==> src/common/shutter_pkg.sv <==
// Shared types and constants for the shutter / blind command sequencer
package shutter_pkg;

  localparam int unsigned LONG_TICKS_DEFAULT = 50_000_000;
  localparam int unsigned CNT_W_DEFAULT      = 32;

  localparam logic DIR_UP_VAL   = 1'b0;
  localparam logic DIR_DOWN_VAL = 1'b1;
  localparam logic DIR_RESET    = DIR_UP_VAL;

  typedef enum logic [1:0] {
    OBJ_MOVE = 2'h0,
    OBJ_STEP = 2'h1,
    OBJ_STOP = 2'h2
  } obj_type;

  typedef enum logic [2:0] {
    ST_IDLE  = 3'h1,
    ST_SHORT = 3'h2,
    ST_LONG  = 3'h4
  } press_state_type;

  typedef struct packed {
    logic    valid;
    obj_type obj;
    logic    dir;
  } cmd_type;

  typedef struct packed {
    logic blind_mode;
    logic toggle_en;
    logic fixed_dir;
  } cfg_type;

endpackage

==> src/rtl/press_timer.sv <==
// Press edge detector and long-press threshold timer
`timescale 1ns/10ps
module press_timer
  import shutter_pkg::*;
#(
  parameter int unsigned CNT_W = CNT_W_DEFAULT
) (
  input  wire logic             clk_in,
  input  wire logic             nrst_in,
  input  wire logic             btn_in,
  input  wire logic [CNT_W-1:0] thresh_in,
  output logic                  press_out,
  output logic                  release_out,
  output logic                  long_out
);

  logic             btn_q;
  logic [CNT_W-1:0] cnt_q;
  logic             reached_q;

  initial begin
    if (CNT_W < 2 || CNT_W > 32) $error("press_timer: bad CNT_W");
  end

  always_ff @(posedge clk_in) begin
    if (!nrst_in) btn_q <= 1'b0;
    else btn_q <= btn_in;
  end

  // Held duration counted in clock ticks; saturates after threshold
  always_ff @(posedge clk_in) begin
    if (!nrst_in || !btn_q) begin
      cnt_q     <= '0;
      reached_q <= 1'b0;
    end else if (!reached_q) begin
      if (cnt_q + 1'b1 >= thresh_in) reached_q <= 1'b1;
      cnt_q <= cnt_q + 1'b1;
    end
  end

  assign press_out   = btn_in & ~btn_q;
  assign release_out = ~btn_in & btn_q;
  // One-cycle pulse as the held press crosses the threshold
  assign long_out    = btn_q & btn_in & ~reached_q
                       & (cnt_q + 1'b1 >= thresh_in);

endmodule

==> src/rtl/dir_select.sv <==
// Movement direction: toggling or fixed per input
`timescale 1ns/10ps
module dir_select
  import shutter_pkg::*;
(
  input  wire logic clk_in,
  input  wire logic nrst_in,
  input  wire logic press_in,
  input  wire cfg_type cfg_in,
  output logic      dir_out
);

  logic last_q;

  // Last direction sent on a new activation
  always_ff @(posedge clk_in) begin
    if (!nrst_in) last_q <= ~DIR_RESET;
    else if (press_in) last_q <= dir_out;
  end

  // Toggle inverts each new activation, else fixed direction
  always_comb begin
    if (cfg_in.toggle_en) dir_out = ~last_q;
    else dir_out = cfg_in.fixed_dir;
  end

endmodule

==> src/rtl/shutter_blind_command_sequencer.sv <==
// Shutter / venetian blind command sequencer for one pushbutton input
`timescale 1ns/10ps
module shutter_blind_command_sequencer
  import shutter_pkg::*;
#(
  parameter int unsigned CNT_W = CNT_W_DEFAULT
) (
  input  wire logic             CLK_IN,
  input  wire logic             NRST_IN,
  input  wire logic             BUTTON_IN,
  input  wire logic             BLIND_MODE_IN,
  input  wire logic             TOGGLE_EN_IN,
  input  wire logic             FIXED_DIR_IN,
  input  wire logic [CNT_W-1:0] LONG_TICKS_IN,
  output logic                  CMD_VALID_OUT,
  output logic [1:0]            CMD_OBJ_OUT,
  output logic                  CMD_DIR_OUT
);

  cfg_type         cfg;
  cfg_type         cfg_q;
  press_state_type state_q;
  cmd_type         cmd_d;
  cmd_type         cmd_q;
  logic            press;
  logic            rel;
  logic            long_hit;
  logic            dir_now;
  logic            dir_q;

  initial begin
    if (CNT_W < 2 || CNT_W > 32) $error("sequencer: bad CNT_W");
  end

  assign cfg = '{blind_mode: BLIND_MODE_IN,
                 toggle_en:  TOGGLE_EN_IN,
                 fixed_dir:  FIXED_DIR_IN};

  press_timer #(.CNT_W(CNT_W)) u_timer (
    .clk_in      (CLK_IN),
    .nrst_in     (NRST_IN),
    .btn_in      (BUTTON_IN),
    .thresh_in   (LONG_TICKS_IN),
    .press_out   (press),
    .release_out (rel),
    .long_out    (long_hit)
  );

  dir_select u_dir (
    .clk_in   (CLK_IN),
    .nrst_in  (NRST_IN),
    .press_in (press),
    .cfg_in   (cfg),
    .dir_out  (dir_now)
  );

  // Mode and direction latched at press so a mid-press change is harmless
  always_ff @(posedge CLK_IN) begin
    if (!NRST_IN) begin
      cfg_q <= '0;
      dir_q <= DIR_RESET;
    end else if (press) begin
      cfg_q <= cfg;
      dir_q <= dir_now;
    end
  end

  always_ff @(posedge CLK_IN) begin
    if (!NRST_IN) state_q <= ST_IDLE;
    else begin
      unique case (state_q)
        ST_IDLE:  if (press) state_q <= ST_SHORT;
        ST_SHORT: begin
          if (rel) state_q <= ST_IDLE;
          else if (long_hit) state_q <= ST_LONG;
        end
        ST_LONG:  if (rel) state_q <= ST_IDLE;
        default:  state_q <= ST_IDLE;
      endcase
    end
  end

  // One command at most per event; release wins over threshold
  always_comb begin
    cmd_d = '{valid: 1'b0, obj: OBJ_MOVE, dir: dir_q};
    unique case (state_q)
      ST_IDLE: begin
        if (press && !cfg.blind_mode) begin
          cmd_d = '{valid: 1'b1, obj: OBJ_MOVE, dir: dir_now};
        end
      end
      ST_SHORT: begin
        if (rel) begin
          if (cfg_q.blind_mode) begin
            cmd_d = '{valid: 1'b1, obj: OBJ_STEP, dir: dir_q};
          end
          // Shutter short release sends nothing
        end else if (long_hit && cfg_q.blind_mode) begin
          cmd_d = '{valid: 1'b1, obj: OBJ_MOVE, dir: dir_q};
        end
      end
      ST_LONG: begin
        if (rel && !cfg_q.blind_mode) begin
          cmd_d = '{valid: 1'b1, obj: OBJ_STOP, dir: dir_q};
        end
        // Blind long release is silent; halt only by short press
      end
      default: cmd_d = '{valid: 1'b0, obj: OBJ_MOVE, dir: dir_q};
    endcase
  end

  // Shutter uses move/stop, blind uses move/stop-step
  always_ff @(posedge CLK_IN) begin
    if (!NRST_IN) cmd_q <= '{valid: 1'b0, obj: OBJ_MOVE, dir: DIR_RESET};
    else cmd_q <= cmd_d;
  end

  assign CMD_VALID_OUT = cmd_q.valid;
  assign CMD_OBJ_OUT   = cmd_q.obj;
  assign CMD_DIR_OUT   = cmd_q.dir;

endmodule

==> config.mk <==
export PLATFORM = sky130hd
export DESIGN_NAME = shutter_blind_command_sequencer
export DESIGN_NICKNAME = d
export VERILOG_FILES = /design/src/common/shutter_pkg.sv /design/src/rtl/press_timer.sv /design/src/rtl/dir_select.sv /design/src/rtl/shutter_blind_command_sequencer.sv
export SDC_FILE = /design/constraint.sdc
export NUM_CORES = 1
export LEC_CHECK = 0
export BUFFER_PORTS_ARGS = -buffer_cell sky130_fd_sc_hd__buf_2
export CAP_MARGIN = 25
export CORE_MARGIN = 1.5
export CORE_UTILIZATION = 59
export CTS_BUF_LIST = sky130_fd_sc_hd__clkbuf_4 sky130_fd_sc_hd__clkbuf_8 sky130_fd_sc_hd__clkbuf_16
export CTS_CLUSTER_SIZE = 40
export DETAILED_ROUTE_END_ITERATION = 8
export GPL_TIMING_DRIVEN = 0
export HOLD_SLACK_MARGIN = 0.12
export PLACE_DENSITY = 0.81
export SYNTH_ARGS = -nofsm -noshare
export SYNTH_HDL_FRONTEND = slang
export SYNTH_HIERARCHICAL = 1
export SYNTH_SLANG_ARGS = --single-unit
==> constraint.sdc <==
create_clock -name CLK_IN -period 4 [get_ports CLK_IN]
set_input_delay 0.8 -clock CLK_IN [delete_from_list [all_inputs] [get_ports CLK_IN]]
set_output_delay 0.8 -clock CLK_IN [all_outputs]
set_load 0.005 [all_outputs]
# Word-level counts from Yosys, hierarchy flattened
# Cells that the tools add are included.
[word_totals]
n_memories = 0
out_inout_bits = 4
mem_bits_ro = 0
ff_bits = 44
in_bits = 38
wordCells = 50
ram_bits = 0
latchBits = 0
[classes]
n_addsub = 1
mux = 14
n_div = 0
reduce_logical = 9
eq_ne = 6
bitwise = 9
shifts = 0
n_mul = 0
n_lt_le_gt_ge = 1
[op_table]
columns = ["operator", "count"]
rows = [
  ["$add 32x1->32 const B", 1],
  ["$ge 32x32->1", 1],
  ["$mux 4", 5],
  ["$mux 3", 4],
  ["$pmux 4 s3", 1],
  ["$pmux 3 s3", 1],
  ["$and 1x1->1", 5],
  ["$logic_not 1->1", 4],
  ["$ne 2x2->1 const B", 2],
  ["$not 1->1", 4],
  ["$eq 3x1->1 const B", 1],
  ["$eq 3x2->1 const B", 1],
  ["$eq 3x3->1 const B", 1],
  ["$logic_and 1x1->1", 3],
  ["$mux 1", 3],
  ["$ne 3x3->1 const B", 1],
  ["$reduce_and 3->1", 1],
  ["$logic_or 1x1->1", 1],
]

# Logic depth before layout (Yosys ltp)
[depth]
word_depth = 7
depth_mapped = 17
mapped_depth_nobuf = 15

# Hierarchy
# Netlist, hierarchy kept.
[by_module_without_submodules]
columns = ["mod", "cells_per_inst", "seq_area_each_um2", "instances", "area_each_um2"]
rows = [
  ["press_timer", 369, 680.7, 1, 2849.0],
  ["shutter_blind_command_sequencer", 38, 180.2, 1, 371.6],
  ["dir_select", 7, 20.0, 1, 56.3],
]

# Worst setup path before layout
# OpenSTA, ideal clock, no wires.
[synth_timing]
path_kind = "register -> register"
from = "register u_timer.cnt_q[4]"
to = "register state_q[1]"
stages_incl_launch_ff = 14
synth_period_minus_slack_ps = 3291
path_slack_ps = 709
setup_time_ps = 70
t_arrival_ps = 3222
n_path_buf = 1
t_required_ps = 3930
path_cell_list = "dfxtp_1 and2_1 clkbuf_1 nand4_1 nor2_1 xor2_1 ha_1 a21o_1 a21o_1 a221o_1 o31ai_1 a211oi_1 or4b_1 a21oi_1"
[synth_via]
elab_chain_len = 5
[synth_lines]
columns = ["item", "line", "rtl"]
rows = [
  ["start: declaration", "press_timer.sv:18", "logic [CNT_W-1:0] cnt_q;"],
  ["start signal: assignment", "press_timer.sv:37", "cnt_q <= cnt_q + 1'b1;"],
  ["$add 32x1->32", "press_timer.sv:45", "& (cnt_q + 1'b1 >= thresh_in);"],
  ["$ge 32x32->1", "press_timer.sv:45", ""],
  ["$and 1x1->1", "press_timer.sv:45", ""],
  ["via long_hit", "shutter_blind_command_sequencer.sv:27", "logic long_hit;"],
  ["$ne 3x3->1 (no source line)", "--", ""],
  ["$reduce_and 3->1 (no source line)", "--", ""],
  ["end signal: assignment", "shutter_blind_command_sequencer.sv:69", "if (!NRST_IN) state_q <= ST_IDLE;"],
  ["end signal: assignment", "shutter_blind_command_sequencer.sv:72", "ST_IDLE: if (press) state_q <= ST_SHORT;"],
  ["end signal: assignment", "shutter_blind_command_sequencer.sv:74", "if (rel) state_q <= ST_IDLE;"],
  ["end: declaration", "shutter_blind_command_sequencer.sv:22", "press_state_type state_q;"],
]
# The timed path passes the listed nets, and every way through them passes these cells.
# A chain may end at the register's enable or synchronous reset.

# Worst setup path in the final report
[layout_timing]
from = "register u_timer.cnt_q[6]"
to = "register state_q[1]"
# Same word-level chain as after synthesis.

==> run_summary.xml <==
<?xml version="1.0" encoding="UTF-8"?>
<metrics>
  <group name="yosys">
    <metric name="yosys.area.top_type" unit="">dfxtp_1</metric>
    <metric name="synthFlopType" unit="">dfxtp_1</metric>
    <metric name="syn_inst" unit="">414</metric>
    <metric name="post_synth_num_cell_types" unit="">49</metric>
    <metric name="synth-async-reset-ratio" unit="">0</metric>
    <metric name="synth_nets" unit="">485</metric>
    <metric name="post-synth-top-area-fraction" unit="">0.269</metric>
    <metric name="syn_area_per_cell" unit="sq um">7.92</metric>
    <metric name="synth.area.top_cells" unit="">dfxtp_1, ha_1, xnor2_1, nor2_1, xor2_1</metric>
    <metric name="synth_enable_flop_cells" unit="">0</metric>
    <metric name="synth_seq_cells" unit="">44</metric>
    <metric name="mapped_cell_area" unit="sq mm">0.00328</metric>
    <metric name="warning_count_from_the_yosys_run" unit="">6</metric>
    <metric name="synth.yosys.seq_area_share" unit="">0.269</metric>
  </group>
  <group name="grt">
    <metric name="overflow" unit="">0</metric>
    <metric name="grt_start_max_net_pins" unit="">16</metric>
    <metric name="global_route_wire_length_before_repair" unit="um">11800</metric>
    <metric name="vias_in_the_first_global_route" unit="">2687</metric>
    <metric name="antenna_found_initial" unit="">0</metric>
    <metric name="grt.total_usage" unit="">0.240</metric>
  </group>
  <group name="route">
    <metric name="vias_per_cell" unit="">5.48</metric>
    <metric name="drc_violations" unit="">0</metric>
    <metric name="final_antenna_net_count" unit="">0</metric>
    <metric name="route.vias.total" unit="">2935</metric>
    <metric name="drt_iter0_markers" unit="">104</metric>
    <metric name="detailedRoute.firstPassIterationCount" unit="">5</metric>
    <metric name="finalWirelength" unit="um">6980</metric>
    <metric name="routed_wire_length_per_instance" unit="um">13.0</metric>
  </group>
  <group name="die">
    <metric name="die_ar" unit="sq mm">0.00601</metric>
    <metric name="die_x" unit="um">77.5</metric>
    <metric name="floorplan.die.height" unit="um">77.5</metric>
    <metric name="coreArea" unit="sq mm">0.00524</metric>
    <metric name="fp-row-count" unit="">26</metric>
    <metric name="io-pin-count" unit="">42</metric>
    <metric name="start_util" unit="">0.626</metric>
  </group>
  <group name="place">
    <metric name="placedCellCount" unit="">525</metric>
    <metric name="io_buffer_count" unit="">41</metric>
    <metric name="globalplace.congestion" unit="">0.838</metric>
    <metric name="place_hpwl" unit="um">5390</metric>
  </group>
  <group name="worst_setup_path">
    <metric name="critPathRequiredTime" unit="ns">4.23</metric>
    <metric name="regToRegEndpoint" unit="">state_q[1]</metric>
    <metric name="reg2reg_from" unit="">u_timer/cnt_q[6]</metric>
    <metric name="worst-setup-path-type" unit="">reg -&gt; reg</metric>
    <metric name="cp-startpoint" unit="">u_timer/cnt_q[6]</metric>
    <metric name="critPathArrivalTime" unit="ns">3.99</metric>
    <metric name="worstSetupStartpointType" unit="">flip-flop</metric>
    <metric name="critical_path_peak_fanout" unit="">8</metric>
    <metric name="end_kind" unit="">flip-flop</metric>
    <metric name="regToRegSetupSlack" unit="ns">0.24</metric>
    <metric name="worst-r2r-cell-count" unit="">14</metric>
    <metric name="critical_path.endpoint" unit="">state_q[1]</metric>
  </group>
  <group name="timing">
    <metric name="slew_viol_final" unit="">0</metric>
    <metric name="layout_min_cycle_time" unit="ns">3.76</metric>
    <metric name="tns" unit="ns">0</metric>
    <metric name="fmaxAchievable" unit="MHz">266</metric>
    <metric name="timing.final.setup_violations" unit="">0</metric>
    <metric name="tightestPinTransition" unit="ns">0.552</metric>
    <metric name="unrepaired_setup_endpoints_after_global_routing" unit="">false</metric>
    <metric name="post_route_clock_skew" unit="ns">0.00624</metric>
    <metric name="hold_viol" unit="">0</metric>
    <metric name="final_min_period_over_clock_period" unit="">0.940</metric>
    <metric name="slew_margin_rel" unit="">0.632</metric>
  </group>
  <group name="cts">
    <metric name="cts.reportedPaths.clkPinSlew" unit="ns">0.08</metric>
    <metric name="cts-root-to-sink-buffers" unit="">2</metric>
    <metric name="cts_tree" unit="">done</metric>
    <metric name="h_tree_depth" unit="">2</metric>
    <metric name="clock_latency_of_the_later_clocked_register_in_the_worst_skew_pair" unit="ns">0.30</metric>
    <metric name="clock_tree.root_cell" unit="">clkbuf_8</metric>
    <metric name="cts_inserted_buffers" unit="">5</metric>
    <metric name="clkSinkCount" unit="">44</metric>
    <metric name="post_cts_hold_buffers" unit="">0</metric>
  </group>
  <group name="pwr">
    <metric name="power.share.switching" unit="">0.234</metric>
    <metric name="internal_power" unit="mW">0.665</metric>
    <metric name="sequentialPowerShare" unit="">0.517</metric>
    <metric name="total_switching_power" unit="mW">0.203</metric>
    <metric name="peakVddDrop" unit="mV">0.210</metric>
    <metric name="power_frac_clock" unit="">0.402</metric>
    <metric name="static-leakage-power" unit="nW">1.72</metric>
    <metric name="p_per_area" unit="mW/mm^2">233</metric>
    <metric name="pwr-share-comb" unit="">0.081</metric>
  </group>
  <group name="finish">
    <metric name="antenna_cell_count" unit="">0</metric>
    <metric name="top_library_cells_by_usage_in_the_layout_fill_and_taps_aside" unit="">nor2_1, buf_2, dfxtp_1, inv_1, xnor2_1</metric>
    <metric name="nets" unit="">536</metric>
    <metric name="layout.core_utilization" unit="">0.712</metric>
    <metric name="layout-area-overhead-vs-synth" unit="%">13.8</metric>
    <metric name="layout.cells.non_filler" unit="">536</metric>
    <metric name="drive_gt1_frac" unit="">0.150</metric>
    <metric name="final_common_cell" unit="">nor2_1</metric>
  </group>
  <group name="hold_path">
    <metric name="hold_path.class" unit="">reg -&gt; reg</metric>
  </group>
  <group name="job">
    <metric name="timing.max_cap.violations" unit="">0</metric>
  </group>
  <group name="outcome">
    <metric name="run_status" unit="">complete, no violations</metric>
  </group>
</metrics>
power by group through the flow:
stage               Combinational (mW)  Clock [mW]  Sequential [mW]
finish                          0.0701       0.349            0.448
global route                    0.0805       0.375            0.449
CTS                             0.0704       0.355            0.448
detailed placement              0.0698           0            0.458
global placement                0.0661           0            0.458
floorplan                       0.0407           0            0.457
final cells by class:
cell class,count,area (sq um)
multi-input combinational,316,2200
fill,429,1510
sequential,44,881
timing repair buffer,45,235
inverter,37,139
tap,70,87.6
clock buffer,5,68.8
buffer,16,68.8
clock inverter,3,46.3
layer usage:
layer | part of all wire | vias to the layer above | track usage
met4 | 0.013 | 0 | 0.0655
met5 | 0 | - | 0
met3 | 0.045 | 12 | 0.0353
met1 | 0.46 | 1319 | 0.305
li1 | - | 1524 | -
met2 | 0.48 | 80 | 0.420
through the flow:
step	hold slack, ns	worst slack [ns]	area, sq um	power (mW)
floorplan	0.434	0.709	3280	0.498
global placement	0.439	0.127	3570	0.524
detailed placement	0.461	0.0768	3570	0.528
CTS	0.477	0.0239	3680	0.873
global route	0.509	0.0277	3730	0.905
finish	0.474	0.240	3730	0.867
sequential cells by signal, indices dropped and copies added (netlist names):
register,flops
CMD_OBJ_OUT,2
u_timer/cnt_q,32
dir_q,1
u_dir/last_q,1
cfg_q,1
u_timer/reached_q,1
CMD_DIR_OUT,1
state_q,3
CMD_VALID_OUT,1
u_timer/btn_q,1
cell usage after synthesis, drive strengths merged, types with 2 or more instances:
cell / number
inv: 37
nand3: 16
dfxtp: 44
o21ai: 12
and3: 6
nand3b: 2
nor2b: 6
buf: 6
nor3: 11
a21o: 6
nor4: 10
or3: 3
a21oi: 17
clkbuf: 11
nor2: 52
xnor2: 36
xor2: 17
ha: 33
mux2i: 6
or4: 3
o31ai: 2
and2: 6
a41o: 2
and4: 3
nand4: 12
nand2: 35
nand2b: 4
a211oi: 2
a31oi: 3
critical path, cell delays in order, from the launching register on:
cell      delay (ns)
dfxtp_1         0.31
clkbuf_1        0.30
and3_1          0.27
and4_2          0.33
nand3_1         0.22
nor2_1          0.19
xor2_1          0.18
ha_1            0.27
a21oi_1         0.14
o21ai_0         0.14
a211oi_1        0.28
o31a_1          0.25
a211oi_2        0.11
or4b_1          0.50
a21oi_1         0.19
cells by family after synthesis:
| group | synth area share |
|---|---|
| XOR/XNOR | 0.142 |
| adder cells (fa/ha/maj) | 0.126 |
| buffers and inverters | 0.0645 |
| AO/OA/AOI/OAI | 0.100 |
| AND/OR/NAND/NOR | 0.280 |
| flip-flops | 0.269 |
| multiplexers | 0.0183 |
timing repair:
action                     CTS  global route
hold endpoints to repair     0             0
setup endpoints to repair    0             3
setup buffers                0             4
gates resized for setup      0             4
how the worst min path moves through the flow:
stage,startpoint,to,cells past startpoint
after floorplan,dir_q,CMD_DIR_OUT,2
after global routing,dir_q,CMD_DIR_OUT,2
after global placement,dir_q,CMD_DIR_OUT,2
after detailed placement,dir_q,CMD_DIR_OUT,2
after CTS,dir_q,CMD_DIR_OUT,2
final,dir_q,CMD_DIR_OUT,2
No activity file was read; power rests on OpenSTA's default activity.
